<file path="config.mk">
export PLATFORM = sky130hd
export DESIGN_NAME = tcrc_channel
export DESIGN_NICKNAME = d
export VERILOG_FILES = /design/src/rtl/tcrc_pkg.sv /design/src/rtl/tcrc_prescaler.sv /design/src/rtl/tcrc_channel.sv
export SDC_FILE = /design/constraint.sdc
export NUM_CORES = 1
export LEC_CHECK = 0
export BUFFER_PORTS_ARGS = -buffer_cell sky130_fd_sc_hd__buf_2
export CORE_UTILIZATION = 43
export DETAILED_ROUTE_END_ITERATION = 8
export PLACE_DENSITY = 0.59
export SLEW_MARGIN = 40
export SYNTH_ARGS = -nofsm -noshare
export SYNTH_HDL_FRONTEND = slang
export SYNTH_HIERARCHICAL = 1
export SYNTH_SLANG_ARGS = --single-unit
</file>
<file path="constraint.sdc">
create_clock -name clk -period 2.8 [get_ports clk]
set_input_delay 0.28 -clock clk [delete_from_list [all_inputs] [get_ports clk]]
set_output_delay 0.28 -clock clk [all_outputs]
set_load 0.02 [all_outputs]
</file>
<file path="src/rtl/tcrc_pkg.sv">
// Purpose: constants, register map and carriers for one timer channel
// Assumes: 125 MHz system clock, classic 32-bit wishbone register port
// Notes:   every offset, field position and count lives here, with the reset values of mode, compare, enables and status
package tcrc_pkg;

   // clock rates
   localparam int unsigned CLK_HZ   = 125_000_000;
   localparam int unsigned SLOW_HZ  = 32768;
   // cycles of clk per slow-clock tick, rounded to nearest
   localparam int unsigned SLOW_DIV = (CLK_HZ + SLOW_HZ / 2) / SLOW_HZ;

   // widths
   localparam int unsigned CNT_W = 16;
   localparam int unsigned ADR_W = 8;
   localparam int unsigned DAT_W = 32;

   // register byte offsets
   localparam logic [7:0] OFS_CTRL  = 8'h00;
   localparam logic [7:0] OFS_MODE  = 8'h04;
   localparam logic [7:0] OFS_COUNT = 8'h10;
   localparam logic [7:0] OFS_CAPT  = 8'h14;
   localparam logic [7:0] OFS_CMP   = 8'h1c;
   localparam logic [7:0] OFS_STAT  = 8'h20;
   localparam logic [7:0] OFS_IEN   = 8'h24;
   localparam logic [7:0] OFS_IDIS  = 8'h28;
   localparam logic [7:0] OFS_IMSK  = 8'h2c;

   // control command bits (write only)
   localparam int unsigned CTRL_EN_BIT  = 0;
   localparam int unsigned CTRL_DIS_BIT = 1;
   localparam int unsigned CTRL_TRG_BIT = 2;

   // mode fields
   localparam int unsigned MODE_CLK_LSB     = 0;
   localparam int unsigned MODE_CLK_W       = 3;
   localparam int unsigned MODE_RESTART_BIT = 14;
   localparam int unsigned MODE_WAVE_BIT    = 15;
   localparam int unsigned MODE_OUT_A_BIT   = 16;
   localparam int unsigned MODE_OUT_B_BIT   = 17;
   localparam logic [31:0] MODE_USED        = 32'h0003_c007;

   // status bits; the low byte is sticky and cleared by a read
   localparam int unsigned STAT_OVF_BIT   = 0;
   localparam int unsigned STAT_CAPT_BIT  = 2;
   localparam int unsigned STAT_MATCH_BIT = 4;
   localparam int unsigned STAT_RUN_BIT   = 16;
   localparam logic [7:0]  STAT_SRC_MASK  = 8'h15;

   // reset values
   localparam logic [31:0] MODE_RST = 32'h0000_0000;
   localparam logic [15:0] CMP_RST  = 16'h0000;
   localparam logic [7:0]  IEN_RST  = 8'h00;
   localparam logic [7:0]  STAT_RST = 8'h00;

   // input clock choices
   typedef enum logic [2:0] {
      CLK_DIV2    = 3'h0,
      CLK_DIV8    = 3'h1,
      CLK_DIV128  = 3'h2,
      CLK_DIV1024 = 3'h3,
      CLK_SLOW    = 3'h4
   } tcrc_clksel_t;

   // prescaler taps: log2 of each division
   localparam int unsigned LOG_DIV2    = 1;
   localparam int unsigned LOG_DIV8    = 3;
   localparam int unsigned LOG_DIV128  = 7;
   localparam int unsigned LOG_DIV1024 = 10;
   localparam int unsigned NUM_TICKS   = 5;

   // channel run state
   typedef enum logic {
      ST_OFF = 1'b0,
      ST_RUN = 1'b1
   } tcrc_state_t;

   // wishbone carriers
   typedef struct packed {
      logic             cyc;
      logic             stb;
      logic             we;
      logic [7:0]       adr;
      logic [3:0]       sel;
      logic [31:0]      dat;
   } tcrc_wb_req_t;

   typedef struct packed {
      logic             ack;
      logic [31:0]      dat;
   } tcrc_wb_rsp_t;

endpackage

</file>
<file path="src/rtl/tcrc_prescaler.sv">
// Purpose: one-cycle tick enables for each selectable channel input clock
// Assumes: single clock domain, synchronous active-high reset
// Notes:   binary taps share one free-running counter so they stay aligned; the slow tick has its own counter
`timescale 1ns/10ps
`default_nettype none
module tcrc_prescaler #(
   parameter int unsigned SLOW_DIV = tcrc_pkg::SLOW_DIV
) (
   // clock and reset
   input  wire logic                           clk,
   input  wire logic                           rst,
   // tick enables, one bit per clock choice
   output logic [tcrc_pkg::NUM_TICKS-1:0]      tick
);

   localparam int unsigned SW = $clog2(SLOW_DIV);

   if (SLOW_DIV < 2) begin : g_chk
      $error("tcrc_prescaler: SLOW_DIV must be at least 2");
   end

   logic [9:0]                     div_q, div_d;
   logic [SW-1:0]                  slow_q, slow_d;
   logic [tcrc_pkg::NUM_TICKS-1:0] tick_q, tick_d;

   // a binary tap fires when its low counter bits are all ones, the slow tap at SLOW_DIV - 1
   always_comb begin
      div_d  = div_q + 10'h001;
      slow_d = (slow_q == SW'(SLOW_DIV - 1)) ? '0 : slow_q + SW'(1);
      tick_d[tcrc_pkg::CLK_DIV2]    = &div_q[tcrc_pkg::LOG_DIV2-1:0];
      tick_d[tcrc_pkg::CLK_DIV8]    = &div_q[tcrc_pkg::LOG_DIV8-1:0];
      tick_d[tcrc_pkg::CLK_DIV128]  = &div_q[tcrc_pkg::LOG_DIV128-1:0];
      tick_d[tcrc_pkg::CLK_DIV1024] = &div_q[tcrc_pkg::LOG_DIV1024-1:0];
      tick_d[tcrc_pkg::CLK_SLOW]    = (slow_q == SW'(SLOW_DIV - 1));
   end

   always_ff @(posedge clk) begin
      if (rst) begin
         div_q  <= '0;
         slow_q <= '0;
         tick_q <= '0;
      end else begin
         div_q  <= div_d;
         slow_q <= slow_d;
         tick_q <= tick_d;
      end
   end

   assign tick = tick_q;

endmodule
`default_nettype wire

</file>
<file path="src/rtl/tcrc_channel.sv">
// Purpose: one 16-bit timer channel with compare restart and capture
// Assumes: classic wishbone slave, inputs synchronous to clk
// Notes:   the slow clock is derived from clk, so it is an enable only;
//          the prescaler free-runs, so the first tick after an enable
//          may come early by up to one input period;
//          a status read clears the flags at the edge that latches the
//          read data, and an event landing in that edge is kept
//
// Summary of operation
// - clock disable command stops counting until re-enabled
// - capture mode measures incoming signal edges
// - waveform mode generates output pulses
// - compare tick can drive either waveform pin
// - restart bit resets counter on compare match
// - counter and compare value are 16 bits
// - input clock from master clock divided 2..1024
// - slow 32768 Hz clock also selectable
// - compare interrupt when its enable bit set
// - interrupt stays until software acknowledges
// - status read acknowledges and clears latched flags
`timescale 1ns/10ps
`default_nettype none
module tcrc_channel #(
   parameter int unsigned CNT_W    = tcrc_pkg::CNT_W,
   parameter int unsigned SLOW_DIV = tcrc_pkg::SLOW_DIV
) (
   // clock and reset
   input  wire logic                   clk,
   input  wire logic                   rst,
   // wishbone register port
   input  wire tcrc_pkg::tcrc_wb_req_t wb_req,
   output var  tcrc_pkg::tcrc_wb_rsp_t wb_rsp,
   // signal to be measured in capture mode
   input  wire logic                   capture_in,
   // waveform pins and interrupt
   output logic                        waveform_output_a,
   output logic                        waveform_output_b,
   output logic                        irq
);

   if (CNT_W < 2 || CNT_W > 32) begin : g_chk
      $error("tcrc_channel: CNT_W must lie in 2..32");
   end

   if (SLOW_DIV < 2) begin : g_chk_div
      $error("tcrc_channel: SLOW_DIV must be at least 2");
   end

   // merge a bus write into a word under its byte enables
   function automatic logic [31:0] merge_sel(input logic [31:0] old_v,
                                             input logic [31:0] new_v,
                                             input logic [3:0]  sel);
      logic [31:0] r;
      r = old_v;
      for (int i = 0; i < 4; i++) begin
         if (sel[i]) begin
            r[i*8 +: 8] = new_v[i*8 +: 8];
         end
      end
      return r;
   endfunction

   // pick the tick enable of the selected input clock
   function automatic logic pick_tick(
      input logic [tcrc_pkg::NUM_TICKS-1:0] t,
      input logic [2:0]                     s);
      logic r;
      r = 1'b0;
      case (s)
         tcrc_pkg::CLK_DIV2:    r = t[tcrc_pkg::CLK_DIV2];
         tcrc_pkg::CLK_DIV8:    r = t[tcrc_pkg::CLK_DIV8];
         tcrc_pkg::CLK_DIV128:  r = t[tcrc_pkg::CLK_DIV128];
         tcrc_pkg::CLK_DIV1024: r = t[tcrc_pkg::CLK_DIV1024];
         tcrc_pkg::CLK_SLOW:    r = t[tcrc_pkg::CLK_SLOW];
         default:               r = 1'b0;
      endcase
      return r;
   endfunction

   // prescaler taps
   logic [tcrc_pkg::NUM_TICKS-1:0] ticks;

   tcrc_prescaler #(
      .SLOW_DIV (SLOW_DIV)
   ) u_presc (
      .clk  (clk),
      .rst  (rst),
      .tick (ticks)
   );

   // register state
   tcrc_pkg::tcrc_state_t  st_q, st_d;
   tcrc_pkg::tcrc_wb_rsp_t rsp_q, rsp_d;
   logic [31:0]            mode_q, mode_d;
   logic [CNT_W-1:0]       cmp_q, cmp_d;
   logic [CNT_W-1:0]       cnt_q, cnt_d;
   logic [CNT_W-1:0]       capt_q, capt_d;
   logic [7:0]             stat_q, stat_d;
   logic [7:0]             ien_q, ien_d;
   logic                   cap_prev_q, cap_prev_d;
   logic                   wave_q, wave_d;
   logic                   out_a_q, out_a_d;
   logic                   out_b_q, out_b_d;
   logic                   irq_q, irq_d;

   // bus decode and channel events
   logic             acc;
   logic             take;
   logic             wr;
   logic             rd_first;
   logic             running;
   logic             tick;
   logic             match;
   logic             restart;
   logic             wave_mode;
   logic             cap_edge;
   logic             ovf;
   logic             sw_trg;
   logic [7:0]       stat_set;
   logic [7:0]       stat_clr;
   logic [31:0]      rd_val;
   logic [31:0]      ctrl_w;

   // bus decode: writes land on the edge the master samples ack
   always_comb begin
      acc      = wb_req.cyc & wb_req.stb;
      take     = acc & rsp_q.ack;
      wr       = take & wb_req.we;
      rd_first = acc & ~rsp_q.ack & ~wb_req.we;
      ctrl_w   = merge_sel(32'h0000_0000, wb_req.dat, wb_req.sel);
   end

   // read mux; unmapped offsets and write-only ones read as zero
   always_comb begin
      rd_val = 32'h0000_0000;
      case (wb_req.adr)
         tcrc_pkg::OFS_MODE:  rd_val = mode_q;
         tcrc_pkg::OFS_COUNT: rd_val = 32'(cnt_q);
         tcrc_pkg::OFS_CAPT:  rd_val = 32'(capt_q);
         tcrc_pkg::OFS_CMP:   rd_val = 32'(cmp_q);
         tcrc_pkg::OFS_STAT: begin
            // the running bit is live, not sticky
            rd_val = {24'h00_0000, stat_q};
            rd_val[tcrc_pkg::STAT_RUN_BIT] = (st_q == tcrc_pkg::ST_RUN);
         end
         tcrc_pkg::OFS_IMSK:  rd_val = {24'h00_0000, ien_q};
         default:             rd_val = 32'h0000_0000;
      endcase
   end

   // bus answer: ack one cycle after the request, dropped right after
   always_comb begin
      // ack never stands two cycles, so a held request is taken again every second cycle
      rsp_d.ack = acc & ~rsp_q.ack;
      rsp_d.dat = rsp_q.dat;
      if (rd_first) begin
         rsp_d.dat = rd_val;
      end
   end

   // mode, compare and interrupt enable registers
   always_comb begin
      mode_d = mode_q;
      cmp_d  = cmp_q;
      ien_d  = ien_q;
      if (wr) begin
         case (wb_req.adr)
            tcrc_pkg::OFS_MODE:
               mode_d = merge_sel(mode_q, wb_req.dat, wb_req.sel)
                        & tcrc_pkg::MODE_USED;
            tcrc_pkg::OFS_CMP:
               cmp_d = CNT_W'(merge_sel(32'(cmp_q), wb_req.dat,
                                        wb_req.sel));
            tcrc_pkg::OFS_IEN:
               ien_d = ien_q | (ctrl_w[7:0] & tcrc_pkg::STAT_SRC_MASK);
            tcrc_pkg::OFS_IDIS:
               ien_d = ien_q & ~ctrl_w[7:0];
            default: begin
               mode_d = mode_q;
            end
         endcase
      end
   end

   // run state: disable wins over a simultaneous enable
   always_comb begin
      st_d   = st_q;
      sw_trg = 1'b0;
      if (wr && wb_req.adr == tcrc_pkg::OFS_CTRL) begin
         // an enable while running changes nothing; a trigger restarts
         sw_trg = ctrl_w[tcrc_pkg::CTRL_TRG_BIT];
         case (st_q)
            tcrc_pkg::ST_OFF:
               if (ctrl_w[tcrc_pkg::CTRL_EN_BIT] &&
                   !ctrl_w[tcrc_pkg::CTRL_DIS_BIT]) begin
                  st_d = tcrc_pkg::ST_RUN;
               end
            tcrc_pkg::ST_RUN:
               if (ctrl_w[tcrc_pkg::CTRL_DIS_BIT]) begin
                  st_d = tcrc_pkg::ST_OFF;
               end
            default: st_d = tcrc_pkg::ST_OFF;
         endcase
      end
   end

   // counter: the compare value holds for one input period, then restarts
   always_comb begin
      running   = (st_q == tcrc_pkg::ST_RUN);
      wave_mode = mode_q[tcrc_pkg::MODE_WAVE_BIT];
      restart   = mode_q[tcrc_pkg::MODE_RESTART_BIT];
      tick      = pick_tick(ticks,
                     mode_q[tcrc_pkg::MODE_CLK_LSB +: tcrc_pkg::MODE_CLK_W]);
      match     = running & tick & (cnt_q == cmp_q);
      ovf       = running & tick & (&cnt_q) & ~(match & restart);
      cnt_d     = cnt_q;
      // a trigger beats a tick so the new period starts at zero
      if (sw_trg) begin
         cnt_d = '0;
      end else if (running && tick) begin
         if (match && restart) begin
            cnt_d = '0;
         end else begin
            cnt_d = cnt_q + CNT_W'(1);
         end
      end
   end

   // capture: rising edge of the input latches the count
   always_comb begin
      // previous level resets low, the idle level, so no false edge
      cap_prev_d = capture_in;
      cap_edge   = running & ~wave_mode & capture_in & ~cap_prev_q;
      capt_d     = cap_edge ? cnt_q : capt_q;
   end

   // waveform: each compare match toggles the selected pins
   always_comb begin
      wave_d  = (wave_mode && match) ? ~wave_q : wave_q;
      out_a_d = wave_mode & mode_q[tcrc_pkg::MODE_OUT_A_BIT] & wave_d;
      out_b_d = wave_mode & mode_q[tcrc_pkg::MODE_OUT_B_BIT] & wave_d;
   end

   // sticky status: a new event beats a clearing read in the same cycle
   always_comb begin
      stat_set = 8'h00;
      stat_set[tcrc_pkg::STAT_MATCH_BIT] = match;
      stat_set[tcrc_pkg::STAT_CAPT_BIT]  = cap_edge;
      stat_set[tcrc_pkg::STAT_OVF_BIT]   = ovf;
      stat_clr = (rd_first && wb_req.adr == tcrc_pkg::OFS_STAT)
                 ? 8'hff : 8'h00;
      stat_d   = (stat_q & ~stat_clr) | stat_set;
      // irq follows the next status, so it rises with the flag itself
      irq_d    = |(stat_d & ien_d);
   end

   // state registers
   always_ff @(posedge clk) begin
      if (rst) begin
         st_q       <= tcrc_pkg::ST_OFF;
         rsp_q      <= '0;
         mode_q     <= tcrc_pkg::MODE_RST;
         cmp_q      <= CNT_W'(tcrc_pkg::CMP_RST);
         cnt_q      <= '0;
         capt_q     <= '0;
         stat_q     <= tcrc_pkg::STAT_RST;
         ien_q      <= tcrc_pkg::IEN_RST;
         cap_prev_q <= 1'b0;
         wave_q     <= 1'b0;
         out_a_q    <= 1'b0;
         out_b_q    <= 1'b0;
         irq_q      <= 1'b0;
      end else begin
         st_q       <= st_d;
         rsp_q      <= rsp_d;
         mode_q     <= mode_d;
         cmp_q      <= cmp_d;
         cnt_q      <= cnt_d;
         capt_q     <= capt_d;
         stat_q     <= stat_d;
         ien_q      <= ien_d;
         cap_prev_q <= cap_prev_d;
         wave_q     <= wave_d;
         out_a_q    <= out_a_d;
         out_b_q    <= out_b_d;
         irq_q      <= irq_d;
      end
   end

   // outputs straight from flops
   assign wb_rsp            = rsp_q;
   assign waveform_output_a = out_a_q;
   assign waveform_output_b = out_b_q;
   assign irq               = irq_q;

endmodule
`default_nettype wire

</file>
==> flow_summary.toml <==
[logic_synthesis]
synth_top_area_share_pct = 44.9
yosys.area.top_type = "dfxtp_1"
ys_seq_area_share_pct = 44.9
synth_flop_cell = "dfxtp_1"
yosysWarnings = 6
syn_inst = 639
synth.avg_cell_area_sq_um = 8.58
async_flop_share_pct = 0
synth-seq-cells = 123
ys_types = 55
syn-cell-area_sq_um = 5480
synth_edf_count = 0
ys_top_cells_by_area = "dfxtp_1 (45%), nor2_1 (6.8%), xnor2_1 (5.4%)"

[detailed_routing]
finalWirelength_um = 13500
drt_first_pass_iters = 6
initialDrtViolationCount = 472
post-route-drc-count = 0
wire_per_inst_um = 15.4
antenna_left = 0
dr_total_vias = 4691
vias_per_cell = 5.33

[clock_network]
insertion_delay_ps = 420
htree_levels = 4
cts-root-buf = "clkbuf_16"
clk_path_buf_depth = 2
cts_repair_resize_count = 0
cts_setup_buffers = 0
clk_pin_slew_ps = 50
numCtsBuffers = 17
clock-sinks = 123
cts_hold_buffers = 0
cts_tree = "yes"

[worst_setup_path]
startpoint_type = "flop"
reg2reg_setup_slack_ps = 670
critPathMaxFanout = 5
critPathKind = "reg -> reg"
end_kind = "flop"
crit_end = "irq$_SDFF_PP0_"
crit_arrival_ps = 2470
timing.rr.end = "irq$_SDFF_PP0_"
r2r_start = "mode_q[0]$_SDFFE_PP0P_"
reg2reg_depth = 5
crit_start = "mode_q[0]$_SDFFE_PP0P_"
required_ps = 3140

[run]
max-cap-violations = 0

[floorplan]
core_sq_um = 12200
die_h_um = 115
die_x_um = 115
ioPinCount = 86
initial_core_util_pct = 44.9
num_rows = 40
dieArea_sq_um = 13200

[timing]
setup_violations = 0
worstMarginPinSlew_ps = 809
relSlewSlack_pct = 45.7
slew_violations = 0
timing.final.ws_setup_ps = 671
fmax_mhz = 470
finalCritPeriodShare_pct = 76.0
rsz0062_at_grt = "no"
min_period_ps = 2130
clock_skew_ps = 6.79
setup_tns_ps = 0
hold_viol = 0

[final_layout]
antennaDiodeCount = 0
fin_area_sq_um = 6560
mostFrequentLayoutCells = "dfxtp_1 (123), nor2_1 (100), nand2_1 (72)"
nNetsFinal = 754
final_core_util_pct = 53.7
layout_commonest_cell = "dfxtp_1"
nFillCells = 1165
area_delta_synth_final_pct = 19.6
final_layout_size_suffix_gt1_share_pct = 16.4

[outcome]
status = "finished, final reports clean"

[global_routing]
grt_max_degree = 65
grt_antenna_before_repair = 0
grt.total_usage_pct = 22.3
grt_pass1_vias = 4437
grt_pass1_wl_um = 22300
overflow = 0

[placement]
pre_cts_ws_ps = 470
io_buffers = 56
routabilityCongestion = 0.841
placed_area_sq_um = 5920
dpl.hpwl_um = 9550

[min_path]
hold_path.class = "in -> reg"
hold_depth = 2

[power]
seq_power_share_pct = 42.0
max-vdd-ir-drop_uv = 394
clockPowerShare_pct = 54.7
p_int_mw = 3.39
power_density_nw_per_um2 = 645
p_leak_nw = 2.57
p_switching_uw = 845
p_sw_share_pct = 20.0
combPwrFrac_pct = 3.3
power_mw = 4.23
## cell usage after synthesis (2+ instances only)
library cell and number:
o2111ai_1 2, or2_2 2, and4_1 2, nor2b_1 8, nor2_1 100, nor4b_1 4
buf_4 15, nand2b_1 2, or4b_2 2, nand3_1 18, clkbuf_1 26, nor4bb_1 2
a22o_1 2, a211oi_1 4, nand2_1 72, inv_1 16, nor3_1 15, buf_2 4
a222oi_1 10, a221oi_1 5, dfxtp_1 123, and3_1 3, xnor2_1 34, and2_1 4
ha_1 5, nand4b_1 2, nand4_1 17, or3_1 8, o211ai_1 3, nor4_1 2
or4_1 2, a21oi_1 41, a22oi_1 23, mux2i_1 16, xor2_1 12, o21ai_0 13
o21a_1 2
## layer usage
| layer | routed length, um | GRT usage, % |
|---|---|---|
| met1 | 5820 | 27.9 |
| met2 | 6540 | 36.5 |
| met3 | 883 | 5.59 |
| met4 | 296 | 9.61 |
| met5 | 0 | 0 |
## state kept, by name, summed over array words and instances (netlist names)
| register | count |
|---|---|
| cap_prev_q | 1 |
| capt_q | 16 |
| cmp_q | 16 |
| cnt_q | 16 |
| ien_q | 8 |
| irq | 1 |
| mode_q | 7 |
| running | 1 |
| stat_q | 8 |
| u_presc/div_q | 10 |
| u_presc/slow_q | 12 |
| u_presc/tick | 5 |
| wave_q | 1 |
| waveform_output_a | 1 |
| waveform_output_b | 1 |
| wb_rsp | 19 |
## per-stage QoR
stage	hold WS, ps	std cells
floorplan	352	652
global placement	439	848
detailed placement	445	848
CTS	66.1	880
global route	76.7	880
finish	70.9	880
## worst min path at each step
stage | startpoint | endpoint | slack (ps)
after CTS | wb_req[1] | running$_SDFFE_PP0P_ | 70
after detailed placement | wb_rsp[8]$_SDFFE_PP0P_ | wb_rsp[8]$_SDFFE_PP0P_ | 450
after global routing | wb_req[1] | running$_SDFFE_PP0P_ | 80
final | wb_req[1] | running$_SDFFE_PP0P_ | 70
after global placement | wb_rsp[13]$_SDFFE_PP0P_ | wb_rsp[13]$_SDFFE_PP0P_ | 440
after floorplan | rst | u_presc/div_q[1]$_SDFF_PP0_ | 350
## cell type report
class / count / area [sq um] / share of cell area, %
well taps: 168 / 210 / 3.21
clock buffers: 25 / 495 / 7.56
repair buffers: 75 / 423 / 6.45
flip-flops and latches: 123 / 2460 / 37.6
clock inverters: 7 / 135 / 2.06
inverters: 16 / 60.1 / 0.916
multi-input cells: 466 / 2770 / 42.3
## cell families after synthesis
kind of cell	share of synthesized area (%)
AND/OR/NAND/NOR	24.7
flip-flops	44.9
AO/OA/AOI/OAI	13.4
buffers and inverters	5.59
XOR/XNOR	7.35
multiplexers	2.92
adder cells (fa/ha/maj)	1.14
other	0.0684
## critical path, stage by stage (launching register included)
cell and delay (ps):
dfxtp_1 390, nor4bb_1 590, o2111ai_1 250, nor4bb_1 550
nand3_1 140, nand4_1 140
## power by group through the flow
stage               combinational [mW]  clock [mW]  sequential (mW)
finish                           0.140        2.32             1.78
floorplan                       0.0929           0             1.81
global placement                 0.137           0             1.81
detailed placement               0.140           0             1.81
global route                     0.157        2.43             1.78
CTS                              0.141        2.36             1.78
Note: power is estimated with default switching activity, not from simulation.
